==> config.mk <==
export PLATFORM = sky130hd
export DESIGN_NAME = usml_top
export DESIGN_NICKNAME = d
export VERILOG_FILES = /design/src/rtl/usml_pkg.sv /design/src/rtl/usml_top.sv
export SDC_FILE = /design/constraint.sdc
export NUM_CORES = 1
export LEC_CHECK = 0
export BUFFER_PORTS_ARGS = -buffer_cell sky130_fd_sc_hd__buf_2
export CAP_MARGIN = 20
export CORE_MARGIN = 5
export CORE_UTILIZATION = 41
export CTS_CLUSTER_DIAMETER = 30
export CTS_CLUSTER_SIZE = 16
export DETAILED_ROUTE_END_ITERATION = 10
export SYNTH_ARGS = -nofsm -noshare
export SYNTH_HDL_FRONTEND = slang
export SYNTH_SLANG_ARGS = --single-unit
==> constraint.sdc <==
create_clock -name clk -period 2.7 [get_ports clk]
set_clock_uncertainty 0.1 [all_clocks]
set_input_delay 0.405 -clock clk [delete_from_list [all_inputs] [get_ports clk]]
set_output_delay 0.405 -clock clk [all_outputs]
set_load 0.01 [all_outputs]
==> src/rtl/usml_pkg.sv <==
// ==========================================================================
// shared constants of the synchronous serial link
package usml_pkg;

	// apb address width and register byte offsets
	localparam int ADDR_W = 8;
	localparam logic [7:0] OFS_IRQ_FLAGS = 8'h00;
	localparam logic [7:0] OFS_IRQ_ENABLES = 8'h04;
	localparam logic [7:0] OFS_IRQ_PRIORITY = 8'h08;
	localparam logic [7:0] OFS_RX_CTRL = 8'h0C;
	localparam logic [7:0] OFS_TX_BUFFER = 8'h10;
	localparam logic [7:0] OFS_TX_CTRL = 8'h14;
	localparam logic [7:0] OFS_RATE = 8'h18;
	localparam logic [7:0] OFS_RX_BUFFER = 8'h1C;

	// flag and enable positions in the peripheral irq registers
	localparam int IRQ_TX_BIT = 4;
	localparam int IRQ_RX_BIT = 5;

	// tx_control_status fields
	localparam int TXS_CLK_SRC = 7;
	localparam int TXS_NINTH_EN = 6;
	localparam int TXS_TX_EN = 5;
	localparam int TXS_SYNC = 4;
	localparam int TXS_SHIFT_EMPTY = 1;
	localparam int TXS_NINTH_BIT = 0;

	// rx_control_status fields
	localparam int RXS_PORT_EN = 7;
	localparam int RXS_NINTH_EN = 6;
	localparam int RXS_SINGLE = 5;
	localparam int RXS_CONT = 4;
	localparam int RXS_FRAMING = 2;
	localparam int RXS_OVERRUN = 1;
	localparam int RXS_NINTH_BIT = 0;

	// software-writable bits of each control register
	localparam logic [7:0] TXS_WR_MASK = 8'hF5;
	localparam logic [7:0] RXS_WR_MASK = 8'hF8;

	// reset values
	localparam logic [7:0] RST_ZERO = 8'h00;
	localparam logic [7:0] RST_TX_CTRL = 8'h02;

	// last bit index of a word, eight or nine bits long
	localparam logic [3:0] LAST_BIT_8 = 4'h7;
	localparam logic [3:0] LAST_BIT_9 = 4'h8;

	// link sequencer states
	typedef enum logic [2:0] {
		ST_IDLE = 3'b001,
		ST_TX = 3'b010,
		ST_RX = 3'b100
	} usml_state_type;

endpackage

==> src/rtl/usml_top.sv <==
`timescale 1ns/1ps

// Operation
// - load shifter only after previous last bit
// - buffer-to-shifter move sets empty flag
// - empty flag set only while transmit enabled, cleared by write
// - transmit request gated by its enable
// - shift_empty read-only polled status bit
// - flag clear visible three cycles after write
// - buffer write with transmit enabled starts word
// - single or continuous enable starts reception while transmit disabled
// - sample data on falling shift clock
// - single enable receives exactly one word
// - continuous enable receives until cleared
// - both enables set behave as continuous
// - word done sets full flag, gated request
// - clearing continuous enable clears errors
// - shift register has no address
// - clock source clear means external clock
// - link is half duplex
// - sync mode and port enable claim pins
// - master drives shift clock line
module usml_top (
	// clock and reset
	input wire logic clk,
	input wire logic srst,
	// apb slave
	input wire logic psel,
	input wire logic penable,
	input wire logic pwrite,
	input wire logic [usml_pkg::ADDR_W-1:0] paddr,
	input wire logic [31:0] pwdata,
	output logic [31:0] prdata,
	output logic pready,
	output logic pslverr,
	// shift clock pin
	input wire logic shift_clock_in,
	output logic shift_clock_out,
	output logic shift_clock_oe_n,
	// shift data pin
	input wire logic shift_data_in,
	output logic shift_data_out,
	output logic shift_data_oe_n,
	// interrupt requests
	output logic tx_irq_req,
	output logic rx_irq_req
);
	import usml_pkg::*;

	// ======================================================================
	// state record

	typedef struct packed {
		usml_state_type st;      // link sequencer
		logic [7:0] irq_en;      // periph_irq_enables
		logic [7:0] irq_pri;     // periph_irq_priority, storage only
		logic tx_flag;           // tx_buffer_empty_flag
		logic rx_flag;           // rx_full_flag
		logic [7:0] txs;         // tx_control_status writable bits
		logic [7:0] rxs;         // rx_control_status bits
		logic [7:0] tx_buf;      // tx_buffer
		logic buf_full;          // tx_buffer holds a word
		logic [1:0] clr_pipe;    // delay of the flag clear after a write
		logic [7:0] rate;        // rate_divisor
		logic [7:0] rx_buf;      // rx_buffer
		logic [8:0] shifter;     // tx_shift_reg or receive shifter
		logic [3:0] bit_cnt;     // bits done in the word
		logic [7:0] div_cnt;     // shift clock divider
		logic clk_lvl;           // generated shift clock level
		logic ck_s1;             // clock pin synchroniser, first stage
		logic ck_s2;             // clock pin synchroniser, second stage
		logic ck_s3;             // previous synchronised clock level
		logic dt_s1;             // data pin synchroniser, first stage
		logic dt_s2;             // data pin synchroniser, second stage
		logic ck_out;            // clock pin output
		logic ck_oe_n;           // clock pin enable, low drives
		logic dt_out;            // data pin output
		logic dt_oe_n;           // data pin enable, low drives
		logic [31:0] rdata;      // apb read data
		logic rdy;               // apb ready
		logic err;               // apb slave error
		logic tx_irq;            // transmit request
		logic rx_irq;            // receive request
	} usml_regs_type;

	usml_regs_type q;
	usml_regs_type d;

	// ======================================================================
	// next-state logic

	// one process computes every next value
	always_comb begin
		logic master;
		logic link_on;
		logic setup;
		logic wr;
		logic rd;
		logic tick;
		logic rise_ev;
		logic fall_ev;
		logic load;
		logic rx_on;
		logic [3:0] last_bit;
		logic [8:0] word;
		logic [7:0] rd_val;
		logic mapped;

		d = q;
		// edge strobes start inactive on every pass
		tick = 1'b0;
		rise_ev = 1'b0;
		fall_ev = 1'b0;
		master = q.txs[TXS_CLK_SRC];
		link_on = q.rxs[RXS_PORT_EN] && q.txs[TXS_SYNC];
		rx_on = q.rxs[RXS_SINGLE] || q.rxs[RXS_CONT];
		setup = psel && !penable;
		wr = psel && penable && q.rdy && pwrite;
		rd = psel && penable && q.rdy && !pwrite;
		load = 1'b0;
		last_bit = LAST_BIT_8;
		word = q.shifter;
		rd_val = RST_ZERO;
		mapped = 1'b1;

		// pin synchronisers, first stage read only by the second
		d.ck_s1 = shift_clock_in;
		d.ck_s2 = q.ck_s1;
		d.ck_s3 = q.ck_s2;
		d.dt_s1 = shift_data_in;
		d.dt_s2 = q.dt_s1;

		// apb: answer in the access phase after every setup cycle
		d.rdy = setup;
		if (setup) begin
			case (paddr)
				OFS_IRQ_FLAGS: begin
					rd_val[IRQ_TX_BIT] = q.tx_flag;
					rd_val[IRQ_RX_BIT] = q.rx_flag;
				end
				OFS_IRQ_ENABLES: rd_val = q.irq_en;
				OFS_IRQ_PRIORITY: rd_val = q.irq_pri;
				OFS_RX_CTRL: rd_val = q.rxs;
				OFS_TX_BUFFER: rd_val = q.tx_buf;
				OFS_TX_CTRL: begin
					rd_val = q.txs & TXS_WR_MASK;
					rd_val[TXS_SHIFT_EMPTY] = (q.st != ST_TX);
				end
				OFS_RATE: rd_val = q.rate;
				OFS_RX_BUFFER: rd_val = q.rx_buf;
				// tx_shift_reg has no address of its own
				default: mapped = 1'b0;
			endcase
			d.rdata = {24'h000000, rd_val};
			d.err = !mapped;
		end

		// apb writes; flags are read-only to software
		if (wr) begin
			case (paddr)
				OFS_IRQ_ENABLES: d.irq_en = pwdata[7:0];
				OFS_IRQ_PRIORITY: d.irq_pri = pwdata[7:0];
				OFS_RX_CTRL: begin
					d.rxs = (q.rxs & ~RXS_WR_MASK) | (pwdata[7:0] & RXS_WR_MASK);
					// dropping continuous reception clears the error
					if (!pwdata[RXS_CONT]) begin
						d.rxs[RXS_OVERRUN] = 1'b0;
					end
				end
				OFS_TX_CTRL: d.txs = pwdata[7:0] & TXS_WR_MASK;
				OFS_RATE: begin
					d.rate = pwdata[7:0];
					d.div_cnt = pwdata[7:0];
				end
				default: begin
				end
			endcase
		end

		// reading the receive buffer empties it
		if (rd && paddr == OFS_RX_BUFFER) begin
			d.rx_flag = 1'b0;
		end

		// shift clock: divider in master mode, pin edges in slave mode
		if (master && q.st != ST_IDLE) begin
			if (q.div_cnt == 8'h00) begin
				tick = 1'b1;
				d.div_cnt = q.rate;
				d.clk_lvl = !q.clk_lvl;
			end else begin
				d.div_cnt = q.div_cnt - 8'h01;
			end
		end
		if (master) begin
			rise_ev = tick && !q.clk_lvl;
			fall_ev = tick && q.clk_lvl;
		end else begin
			rise_ev = q.ck_s2 && !q.ck_s3;
			fall_ev = !q.ck_s2 && q.ck_s3;
		end

		// link sequencer
		unique case (q.st)
			// idle: transmit has priority, reception waits
			ST_IDLE: begin
				d.clk_lvl = 1'b0;
				d.div_cnt = q.rate;
				d.bit_cnt = 4'h0;
				if (link_on && q.txs[TXS_TX_EN] && q.buf_full) begin
					load = 1'b1;
					d.st = ST_TX;
				end else if (link_on && rx_on && !q.txs[TXS_TX_EN]) begin
					d.st = ST_RX;
				end
			end
			// transmit: next bit after each falling shift clock edge
			ST_TX: begin
				if (!link_on || !q.txs[TXS_TX_EN]) begin
					d.st = ST_IDLE;
				end else if (fall_ev) begin
					last_bit = q.txs[TXS_NINTH_EN] ? LAST_BIT_9 : LAST_BIT_8;
					if (q.bit_cnt == last_bit) begin
						d.bit_cnt = 4'h0;
						// next word follows at once if one waits
						if (q.buf_full) begin
							load = 1'b1;
						end else begin
							d.st = ST_IDLE;
						end
					end else begin
						d.shifter = {1'b0, q.shifter[8:1]};
						d.bit_cnt = q.bit_cnt + 4'h1;
					end
				end
			end
			// receive: sample data on the falling edge
			ST_RX: begin
				if (!link_on || !rx_on) begin
					d.st = ST_IDLE;
				end else if (fall_ev) begin
					last_bit = q.rxs[RXS_NINTH_EN] ? LAST_BIT_9 : LAST_BIT_8;
					word = {q.dt_s2, q.shifter[8:1]};
					d.shifter = word;
					d.bit_cnt = q.bit_cnt + 4'h1;
					if (q.bit_cnt == last_bit) begin
						d.bit_cnt = 4'h0;
						// full buffer not yet read loses the word
						if (q.rx_flag && !(rd && paddr == OFS_RX_BUFFER)) begin
							d.rxs[RXS_OVERRUN] = 1'b1;
						end else begin
							d.rx_flag = 1'b1;
							if (q.rxs[RXS_NINTH_EN]) begin
								d.rx_buf = word[7:0];
								d.rxs[RXS_NINTH_BIT] = word[8];
							end else begin
								d.rx_buf = word[8:1];
							end
						end
						// single mode stops, continuous wins
						if (!q.rxs[RXS_CONT]) begin
							d.rxs[RXS_SINGLE] = 1'b0;
							d.st = ST_IDLE;
						end
					end
				end
			end
		endcase

		// move the buffer into the shifter in one cycle
		if (load) begin
			d.shifter = {q.txs[TXS_NINTH_BIT], q.tx_buf};
			d.buf_full = 1'b0;
			d.bit_cnt = 4'h0;
		end

		// a buffer write always wins over the move that empties it
		d.clr_pipe = {q.clr_pipe[0], wr && paddr == OFS_TX_BUFFER};
		if (wr && paddr == OFS_TX_BUFFER) begin
			d.tx_buf = pwdata[7:0];
			d.buf_full = 1'b1;
		end

		// empty flag: delayed clear, set wins
		if (q.clr_pipe[1] && d.buf_full) begin
			d.tx_flag = 1'b0;
		end
		if (load || (q.txs[TXS_TX_EN] && !q.buf_full && !q.clr_pipe[1])) begin
			d.tx_flag = 1'b1;
		end

		// pins: clock driven only as master, data only while sending
		d.ck_oe_n = !(link_on && master);
		d.ck_out = d.clk_lvl;
		d.dt_oe_n = !(link_on && d.st == ST_TX);
		d.dt_out = d.shifter[0];

		// interrupt requests gated by their enables
		d.tx_irq = d.tx_flag && d.irq_en[IRQ_TX_BIT];
		d.rx_irq = d.rx_flag && d.irq_en[IRQ_RX_BIT];

		// rise events only matter for slave timing hazards
		if (rise_ev && q.st == ST_IDLE) begin
			d.bit_cnt = 4'h0;
		end
	end

	// ======================================================================
	// state register

	// synchronous reset to documented values
	always_ff @(posedge clk) begin
		if (srst) begin
			q <= '0;
			q.st <= ST_IDLE;
			q.txs <= RST_TX_CTRL & TXS_WR_MASK;
			q.ck_oe_n <= 1'b1;
			q.dt_oe_n <= 1'b1;
		end else begin
			q <= d;
		end
	end

	// ======================================================================
	// outputs straight from the state register

	assign prdata = q.rdata;
	assign pready = q.rdy;
	assign pslverr = q.err;
	assign shift_clock_out = q.ck_out;
	assign shift_clock_oe_n = q.ck_oe_n;
	assign shift_data_out = q.dt_out;
	assign shift_data_oe_n = q.dt_oe_n;
	assign tx_irq_req = q.tx_irq;
	assign rx_irq_req = q.rx_irq;

endmodule // usml_top

==> metrics.cfg, run 1 <==
[route]
vias_per_cell = 5.43
post_drt_wl_per_cell_um = 17.2
firstDrtPassIters = 8
wirelength_um = 14000
vias = 4402
drt-initial-drc-count = 334
post-route-drc-count = 0
ant_nets = 0

[critical_path]
crit_chain = inv_2 -> ha_4 -> or4bb_4 -> or4b_4 -> and2_4 -> nor4_4 -> buf_4 -> mux2i_1 -> nor2_1
crit_arrival_ns = 2.80
crit_type = reg2reg
cp_max_fo = 5
critPathMaxStageDelay_ns = 0.54
rrSetupSlack_ns = 0.03
cp_data_required_time_ns = 2.82
worst-path-buf-inv = 2
r2r-end = q[74]
reg2reg_from = q[46]
critPathTopFamily = simple AND/OR/NAND/NOR gates
end_kind = flip-flop
worstRegToRegCells = 9
slowest_stage = or4b_4
critPathLaunchType = flip-flop

[sta]
slew_viol_final = 0
finalHoldViolations = 0
fin_crit_sh_pct = 99.0
slew_headroom_pct = 60.9
setup_violations = 0
worst_slack_ns = 0.0267
clock.fmax_mhz = 374
fin_setup_tns_ns = 0
finalCriticalPeriod_ns = 2.67
rsz0062_at_grt = true
worstMarginPinSlew_ns = 0.583
hold_ws_ns = 0.173

[min_path]
hold_class = in2reg
whs_path_depth = 2
hold_path_startpoint = shift_data_in
holdPathEnd = d[40]

[finish]
final_nets = 689
drive_gt1_share_pct = 20.5
syn2layout_area_growth_pct = 16.2
finalInstanceArea_um2 = 5900
diodes = 0

[global_route]
antenna_found_initial = 0
grt_max_degree = 86
grt.total_usage_pct = 19.3
grt_pass1_wl_um = 22500
grt_pass1_vias = 4293
grt_overflow = 0

[floorplan]
core-area_um2 = 12100
rows = 40
fp.dieW_um = 121
die-area_um2 = 14700
die_y_um = 121
design.portCount = 87
start_util_pct = 42.1

[pwr]
leakagePower_nw = 2.38
power_density_nw_per_um2 = 511
ir_worst_vdd_uv = 275

[cts]
root_buffer = clkbuf_16
cts_tree = done
cts_buffers = 9
clock-sinks = 102
clk_latency_ns = 0.34
ctsLongestPathBuffers = 2
htreeDepth = 3
postCtsHoldBufs = 0
clk_pin_slew_ns = 0.07

[placed_design]
place_congestion = 0.893
dpl.hpwl_um = 10100
place_area_um2 = 5520
pre_cts_ws_ns = -0.0819
port-buffer-count = 38

[synth]
synth_seq_cells = 102
synth_compound_area_share_pct = 16.8
synthTopCellsByArea = dfxtp_1, mux2i_1, nor2_1, buf_4, nand2_1
synthXorXnorAreaFrac_pct = 1.38
syn_avg_cell_area_um2 = 8.68
synth_mux_area_share_pct = 13.4
synthSimpleGateAreaFrac_pct = 19.6
ys.flop_type = dfxtp_1
syn_inst = 585
seq_area_frac_synth_pct = 40.2
synthTopCellsByCount = dfxtp_1, nor2_1, nand2_1, mux2i_1, buf_4
synth.distinct_cells = 65
async_flop_share_pct = 0
yosys.cell_count.top_type = dfxtp_1
synth_area_um2 = 5080
synth_top_family_by_area = simple AND/OR/NAND/NOR gates
ys_warn_count = 0
synth_top_area_share_pct = 40.2
synth_edf_count = 0
yosysTopAreaCell = dfxtp_1
synthAdderAreaFrac_pct = 0.739

[run_status]
status = finished, final reports clean

[run]
max_cap_violations = 0

[area by class of cell]
type | count | area [µm²]
fillers | 1161 | 6160
multi-input cells | 434 | 2770
flip-flops and latches | 102 | 2040
repair buffers | 80 | 522
clock buffers | 12 | 267
well taps | 168 | 210
inverters | 12 | 45.0
clock inverters | 3 | 42.5
[per-stage QoR]
stage	std cells	total power, mW	utilization [%]
after CTS	809	3.03	48.8
final	811	3.02	48.9
after floorplan	608	1.65	-
after global placement	792	1.69	45.8
after global routing	811	3.11	48.9
after detailed placement	792	1.69	45.8
[cell families after synthesis]
| family | Yosys count |
|---|---|
| and+or+nand+nor | 207 |
| AOI/OAI and AO/OA | 127 |
| DFF | 102 |
| buffers and inverters | 72 |
| muxes | 65 |
| xor gates and xnor gates | 8 |
| adders and majority gates | 3 |
| other | 1 |
[worst max path at each step]
stage | depth (start not counted) | slack, ns | startpoint | end
after detailed placement | 9 | -0.08 | q[46] | q[63]
after global routing | 9 | -0.10 | q[46] | q[68]
after global placement | 9 | -0.02 | q[46] | q[60]
after floorplan | 8 | 0.08 | q[46] | q[57]
after CTS | 9 | -0.004 | q[46] | q[74]
final | 9 | 0.03 | q[46] | q[74]
[worst register-to-register path, stage by stage (launching register included)]
cell     delay (ns)
dfxtp_2        0.32
inv_2          0.07
ha_4           0.13
or4bb_4        0.46
or4b_4         0.54
and2_4         0.21
nor4_4         0.27
buf_4          0.22
mux2i_1        0.19
nor2_1         0.05
[sequential cells by signal, indices dropped and copies added (netlist names)]
name	flops
d	4
pready	1
shift_data_oe_n	1
shift_clock_oe_n	1
tx_irq_req	1
prdata	8
q	83
shift_clock_out	1
pslverr	1
rx_irq_req	1
[placed cells by master, fill, tap and decap left out, types with 5 or more instances in the layout]
| master | instances |
|---|---|
| a211oi_1 | 12 |
| dfxtp_1 | 100 |
| a22oi_1 | 13 |
| nand2_1 | 60 |
| a21oi_1 | 31 |
| buf_2 | 38 |
| a31oi_1 | 5 |
| nand3_1 | 15 |
| conb_1 | 24 |
| nor3_1 | 13 |
| nor2b_1 | 15 |
| inv_1 | 9 |
| mux2_2 | 15 |
| buf_4 | 40 |
| xnor2_1 | 5 |
| clkbuf_16 | 9 |
| nor2_1 | 67 |
| a221oi_1 | 5 |
| o2bb2ai_1 | 8 |
| mux2i_1 | 49 |
| o21ai_0 | 22 |
[repair_timing]
| item | in CTS | in global routing |
|---|---|---|
| pin swaps | 0 | 1 |
| gates resized for setup | 14 | 2 |
| endpoints found under the setup margin | 18 | 20 |
| buffers inserted | 1 | 2 |
| gates cloned | 1 | 0 |
[metal layers]
layer  up-vias  routed length [µm]  GRT usage (%)
met3        17                 811           3.45
li1       2143                   -              -
met4         0                 224           4.97
met1      2120                6490           26.4
met5         -                   0              0
met2       122                6430           31.3
[report_power, final]
group          internal, mW  leakage (nW)  switching, mW
sequential             1.51         0.824        0.00400
clock                 0.789         0.151          0.567
combinational        0.0472          1.41          0.102
total                  2.35          2.38          0.673
(Power assumes the default switching activity.)
==> inputs of run 2 (changes only) <==
Settings changed: ABC_AREA set to 1.
==> metrics.cfg, run 2 <==
[run_status]
status = finished, final reports clean

[pwr]
power_switching_mw = 0.687  ; +2.2%
finalPower_mw = 2.98  ; -1.4%
p_seq_share_pct = 50.7  ; +0.6 points
leakagePower_nw = 2.44  ; +2.3%
power_density_nw_per_um2 = 522  ; +2.0%
power_frac_clock_pct = 45.3  ; +0.4 points
switching_share_pct = 23.1  ; +0.81 points
combPwrFrac_pct = 4.0  ; -0.9 points
ir_worst_vdd_uv = 285  ; +3.7%
p_int_mw = 2.29  ; -2.4%

[cts]
cts_setup_buffers = 0  ; -1
postCtsHoldBufs = 0  ; unchanged
ctsResizeCount = 0  ; -14
cts_tree = done
cts_buffers = 9  ; unchanged
htreeDepth = 3  ; unchanged
ctsLongestPathBuffers = 2  ; unchanged
clk_pin_slew_ns = 0.07  ; about the same
root_buffer = clkbuf_16
clock-sinks = 102  ; unchanged
clk_latency_ns = 0.35  ; about the same

[critical_path]
cp_max_fo = 18  ; +13
worstRegToRegCells = 6  ; -3
critPathLaunchType = flip-flop
reg2reg_from = q[100]
end_kind = flip-flop
r2r-end = q[74]
cp_data_required_time_ns = 2.83  ; about the same
rrSetupSlack_ns = 0.73  ; +0.71 ns
crit_arrival_ns = 2.10  ; -0.70 ns
crit_type = reg2reg

[global_route]
grt_pass1_wl_um = 20800  ; -7.6%
busiest_layer = met2
antenna_found_initial = 0  ; unchanged
grtUsageMet3_pct = 4.33  ; +0.88 points
grt.total_usage_pct = 17.8  ; -1.5 points
grt_overflow = 0  ; unchanged
grtUsageMet1_pct = 22.9  ; -3.6 points
grtUsageMet2_pct = 28.6  ; -2.7 points
grt_pass1_vias = 4286  ; -0.16%
grt_max_degree = 52  ; -40%

[finish]
layout_common_cells = nand2_1, dfxtp_1, inv_1
final_nets = 801  ; +16%
multi_input_area_um2 = 2530  ; -8.8%
syn2layout_area_growth_pct = 9.54
final_common_cell = nand2_1
seqCellArea_um2 = 2040  ; -0.12%
drive_gt1_share_pct = 14.9  ; -5.6 points
fill_cells = 1315  ; +13%
diodes = 0  ; unchanged
largest_register_ffs = 83  ; unchanged
top_register = q

[route]
drt-initial-drc-count = 263  ; -21%
post-route-drc-count = 0  ; unchanged
ant_nets = 0  ; unchanged
firstDrtPassIters = 5  ; -3
vias = 4610  ; +4.7%
vias_per_cell = 4.97  ; -8.5%
wirelength_um = 13200  ; -5.6%
post_drt_wl_per_cell_um = 14.2  ; -18%

[floorplan]
die_y_um = 123  ; +1.2%
core-area_um2 = 12500  ; +3.8%
fp.dieW_um = 123  ; +1.2%
die-area_um2 = 15100  ; +2.3%
rows = 41  ; +2.5%
design.portCount = 87  ; unchanged
start_util_pct = 41.6  ; -0.50 points

[sta]
finalHoldViolations = 0  ; unchanged
clock.fmax_mhz = 509  ; +36%
slew_headroom_pct = 57.3  ; -3.6 points
slew_viol_final = 0  ; unchanged
finalCriticalPeriod_ns = 1.97  ; -0.707 ns
fin_setup_tns_ns = 0  ; unchanged
setup_violations = 0  ; unchanged
fin_crit_sh_pct = 72.8  ; -26 points
worstMarginPinSlew_ns = 0.635  ; +0.0525 ns
rsz0062_at_grt = false

[min_path]
whs_path_depth = 3  ; +1
hold_class = in2reg
hold_path_startpoint = shift_clock_in
holdPathEnd = d[43]

[synth]
ys_warn_count = 0  ; unchanged
yosysTopAreaCell = dfxtp_1
seq_area_frac_synth_pct = 39.2  ; -1.0 points
syn_inst = 726  ; +24%
synth_seq_cells = 102  ; unchanged
synth.distinct_cells = 52  ; -20%
async_flop_share_pct = 0  ; unchanged
syn_avg_cell_area_um2 = 7.17  ; -17%
synth_top_area_share_pct = 39.2  ; -1.0 points
synth_edf_count = 0  ; unchanged
ys.flop_type = dfxtp_1
synth_area_um2 = 5210  ; +2.5%
yosys.cell_count.top_type = nand2_1
synthTopCellsByArea = dfxtp_1, nand2_1, o21ai_0, inv_1, nor2_1
synthTopCellsByCount = nand2_1, dfxtp_1, inv_1, nor2_1, o21ai_0

[run]
max_cap_violations = 0  ; unchanged

[placed_design]
place_congestion = 0.936  ; +4.8%
port-buffer-count = 38  ; unchanged
dpl.hpwl_um = 9910  ; -1.8%

## run 2: cell types whose count changed after synthesis, sizes merged, moves of 16 or more
cell / change
a21oi: +32
mux2i: -49
nor2: +27
inv: +83
clkbuf: -16
o21ai: +52
nand2: +89
## run 2: how the worst max path moves through the flow
stage / startpoint / to / slack, ns / cells past startpoint
2_1_floorplan: paddr[6] / q[94] / 0.99 / 9
6_report: q[100] / q[74] / 0.73 / 6
3_5_place_dp: paddr[6] / q[49] / 0.56 / 9
4_1_cts: q[100] / q[94] / 0.77 / 7
5_1_grt: q[100] / q[72] / 0.54 / 6
3_3_place_gp: paddr[6] / q[49] / 0.58 / 9
## run 2: metal layers
metal  wire, µm  part of all wire, %
met1       5850                   44
met4        332                  2.5
met5          0                    0
met2       6170                   47
met3        828                  6.3
## run 2: cells by family after synthesis
family	after synthesis	share of synthesized area, %
xor+xnor	8	1.35
simple gates	290	26.2
other cells	1	0.0720
flops	102	39.2
compound gates	173	18.5
buf+inv	149	13.9
fa+ha+maj	3	0.721
## run 2: per-stage QoR
| stage | hold slack (ns) | utilization [%] | std cells | setup slack (ns) | area [µm²] |
|---|---|---|---|---|---|
| floorplan | 0.288 | - | 749 | 0.993 | 5290 |
| global placement | 0.291 | 43.1 | 912 | 0.582 | 5400 |
| detailed placement | 0.295 | 43.1 | 912 | 0.556 | 5400 |
| CTS | 0.153 | 45.6 | 928 | 0.773 | 5700 |
| global route | 0.162 | 45.6 | 928 | 0.539 | 5700 |
| finish | 0.160 | 45.6 | 928 | 0.733 | 5700 |
## run 2: worst max-delay path, stage by stage (launching register included)
cell     delay (ns)
dfxtp_1        0.71
nand4_1        0.18
nand2_1        0.14
and3_1         0.22
nand3_4        0.19
o21ai_0        0.24
a21oi_1        0.06
## run 2: cell type report
type | count | area share, %
Multi-Input combinational cell | 498 | 44.4
Sequential cell | 102 | 35.8
Inverter | 97 | 6.45
Timing Repair Buffer | 43 | 4.21
Clock buffer | 10 | 4.19
Tap cell | 172 | 3.77
Clock inverter | 6 | 1.23
## run 2: power by group through the flow
stage / registers [mW] / logic, mW / clock network (mW)
final: 1.51 / 0.119 / 1.35
after global routing: 1.51 / 0.132 / 1.44
after CTS: 1.51 / 0.118 / 1.37
after detailed placement: 1.55 / 0.117 / 0
after global placement: 1.55 / 0.116 / 0
after floorplan: 1.55 / 0.0945 / 0
==> inputs of run 3 (changes only) <==
Settings changed: ABC_AREA 1 to 0.
Clock period 2.7 ns to 2 ns, I/O delays scaled along.
==> metrics.cfg, run 3 (synthesis gave the netlist of run 1 again) <==
[cts]
clk_latency_ns = 0.35  ; about the same
root_buffer = clkbuf_16
clock-sinks = 102  ; unchanged
clk_pin_slew_ns = 0.07  ; about the same
htreeDepth = 3  ; unchanged
cts_tree = done
ctsLongestPathBuffers = 2  ; unchanged
cts_buffers = 9  ; unchanged

[route]
post-route-drc-count = 0  ; unchanged
drt-initial-drc-count = 284  ; +8.0%
post_drt_wl_per_cell_um = 17.1  ; +20%
ant_nets = 0  ; unchanged
wl_met1_um = 6290  ; +7.5%
dr.max_layer_used = met4
vias = 4535  ; -1.6%
dr_wl_met2_um = 7040  ; +14%
wirelength_um = 14500  ; +10%
vias_per_cell = 5.34  ; +7.5%
firstDrtPassIters = 5  ; unchanged
route.met3.wl_um = 928  ; +12%

[run_status]
status = finished, violations left
violations = setup timing

[floorplan]
fp.dieW_um = 121  ; -1.1%
start_util_pct = 42.1  ; +0.50 points
design.portCount = 87  ; unchanged
die_y_um = 121  ; -1.1%
die-area_um2 = 14700  ; -2.3%
core-area_um2 = 12100  ; -3.6%
rows = 40  ; -2.4%

[critical_path]
worstRegToRegCells = 8  ; +2
cp_max_fo = 4  ; -14
end_kind = flip-flop
crit_arrival_ns = 2.86  ; +0.76 ns
critPathLaunchType = flip-flop
reg2reg_from = q[46]
crit_type = reg2reg
cp_data_required_time_ns = 2.19  ; -0.64 ns
rrSetupSlack_ns = -0.67  ; -1.40 ns
r2r-end = q[57]

[pwr]
leakagePower_nw = 2.60  ; +6.6%
power_density_nw_per_um2 = 649  ; +24%
ir_worst_vdd_uv = 441  ; +55%

[sta]
rsz0062_at_grt = true
slew_viol_final = 0  ; unchanged
setup_violations = 34  ; +34
finalCriticalPeriod_ns = 2.67  ; +0.699 ns
clock.fmax_mhz = 375  ; -26%
fin_crit_sh_pct = 133  ; +60 points
worstMarginPinSlew_ns = 0.639  ; +0.00391 ns
slew_headroom_pct = 56.2  ; -1.2 points
finalHoldViolations = 0  ; unchanged
worst_slack_ns = -0.666  ; -1.40 ns
hold_ws_ns = 0.0673  ; -0.0924 ns

[finish]
final_nets = 727  ; -9.2%
layout_common_cells = dfxtp_1, buf_4, nor2_1
syn2layout_area_growth_pct = 24.4
largest_register_ffs = 83  ; unchanged
final_util_pct = 52.4  ; +6.8 points
final_common_cell = dfxtp_1
top_register = q
drive_gt1_share_pct = 27.2  ; +12 points
diodes = 0  ; unchanged
fill_cells = 1129  ; -14%

[global_route]
grt.total_usage_pct = 20.1  ; +2.4 points
grt_overflow = 0  ; unchanged
antenna_found_initial = 0  ; unchanged
grt_pass1_vias = 4403  ; +2.7%
grt_pass1_wl_um = 22900  ; +10%
grt_max_degree = 82  ; +58%

[placed_design]
port-buffer-count = 38  ; unchanged
place_congestion = 0.845  ; -9.7%
dpl.hpwl_um = 10800  ; +9.2%

[min_path]
holdPathEnd = d[40]
whs_path_depth = 2  ; -1
hold_path_startpoint = shift_data_in
hold_class = in2reg

[run]
max_cap_violations = 0  ; unchanged

-- run 3: layout make-up --
type | instances | area, µm² | share of cell area, %
sequential | 102 | 2050 | 32.4
timing repair buffer | 118 | 826 | 13.1
clock buffer | 10 | 229 | 3.62
tap | 168 | 210 | 3.33
clock inverter | 5 | 75.1 | 1.19
inverter | 12 | 45.0 | 0.713
multi-input combinational | 434 | 2890 | 45.7
-- run 3: worst max-delay path by stage --
stage / start / endpoint / slack [ns] / cells past startpoint
2_1_floorplan: q[46] / q[57] / -0.59 / 8
3_3_place_gp: q[46] / q[61] / -0.58 / 9
3_5_place_dp: q[46] / q[62] / -0.70 / 9
4_1_cts: q[46] / q[73] / -0.63 / 9
5_1_grt: q[46] / q[72] / -0.77 / 9
6_report: q[46] / q[57] / -0.67 / 8
-- run 3: repair_timing --
| action | CTS | global route |
|---|---|---|
| hold buffers | 0 | 0 |
| buffers inserted | 3 | 4 |
| pin swaps | 14 | 18 |
| setup endpoints to repair | 41 | 39 |
| gates resized for setup | 21 | 15 |
| endpoints found under the hold margin | 0 | 0 |
-- run 3: through the flow --
stage          instance area [µm²]  setup TNS (ns)  std cells  setup slack [ns]  power [mW]
5_1_grt                       6320          -21.13        849            -0.774        4.23
2_1_floorplan                 5190          -14.10        608            -0.590        2.23
3_5_place_dp                  5810          -18.70        828            -0.698        2.29
3_3_place_gp                  5810          -16.67        828            -0.584        2.29
4_1_cts                       6230          -16.83        846            -0.628        4.15
6_report                      6320          -17.25        849            -0.666        4.10
-- run 3: layer usage --
metal	global-route usage, %	vias to the layer above
li1	-	2221
met2	34.2	115
met3	5.50	18
met5	0	-
met4	5.81	0
met1	24.9	2181
-- run 3: power by group --
group	leakage (nW)	switching (mW)	internal [mW]
sequential	0.824	0.00499	2.04
clock	0.152	0.757	1.08
combinational	1.62	0.143	0.0731
-- run 3: critical path: stages, from the launching register on --
cell     delay [ns]
dfxtp_2        0.33
inv_2          0.07
ha_4           0.13
or4bb_1        0.42
or4b_4         0.55
and2_4         0.20
o31a_1         0.29
or3_1          0.37
a21oi_1        0.15
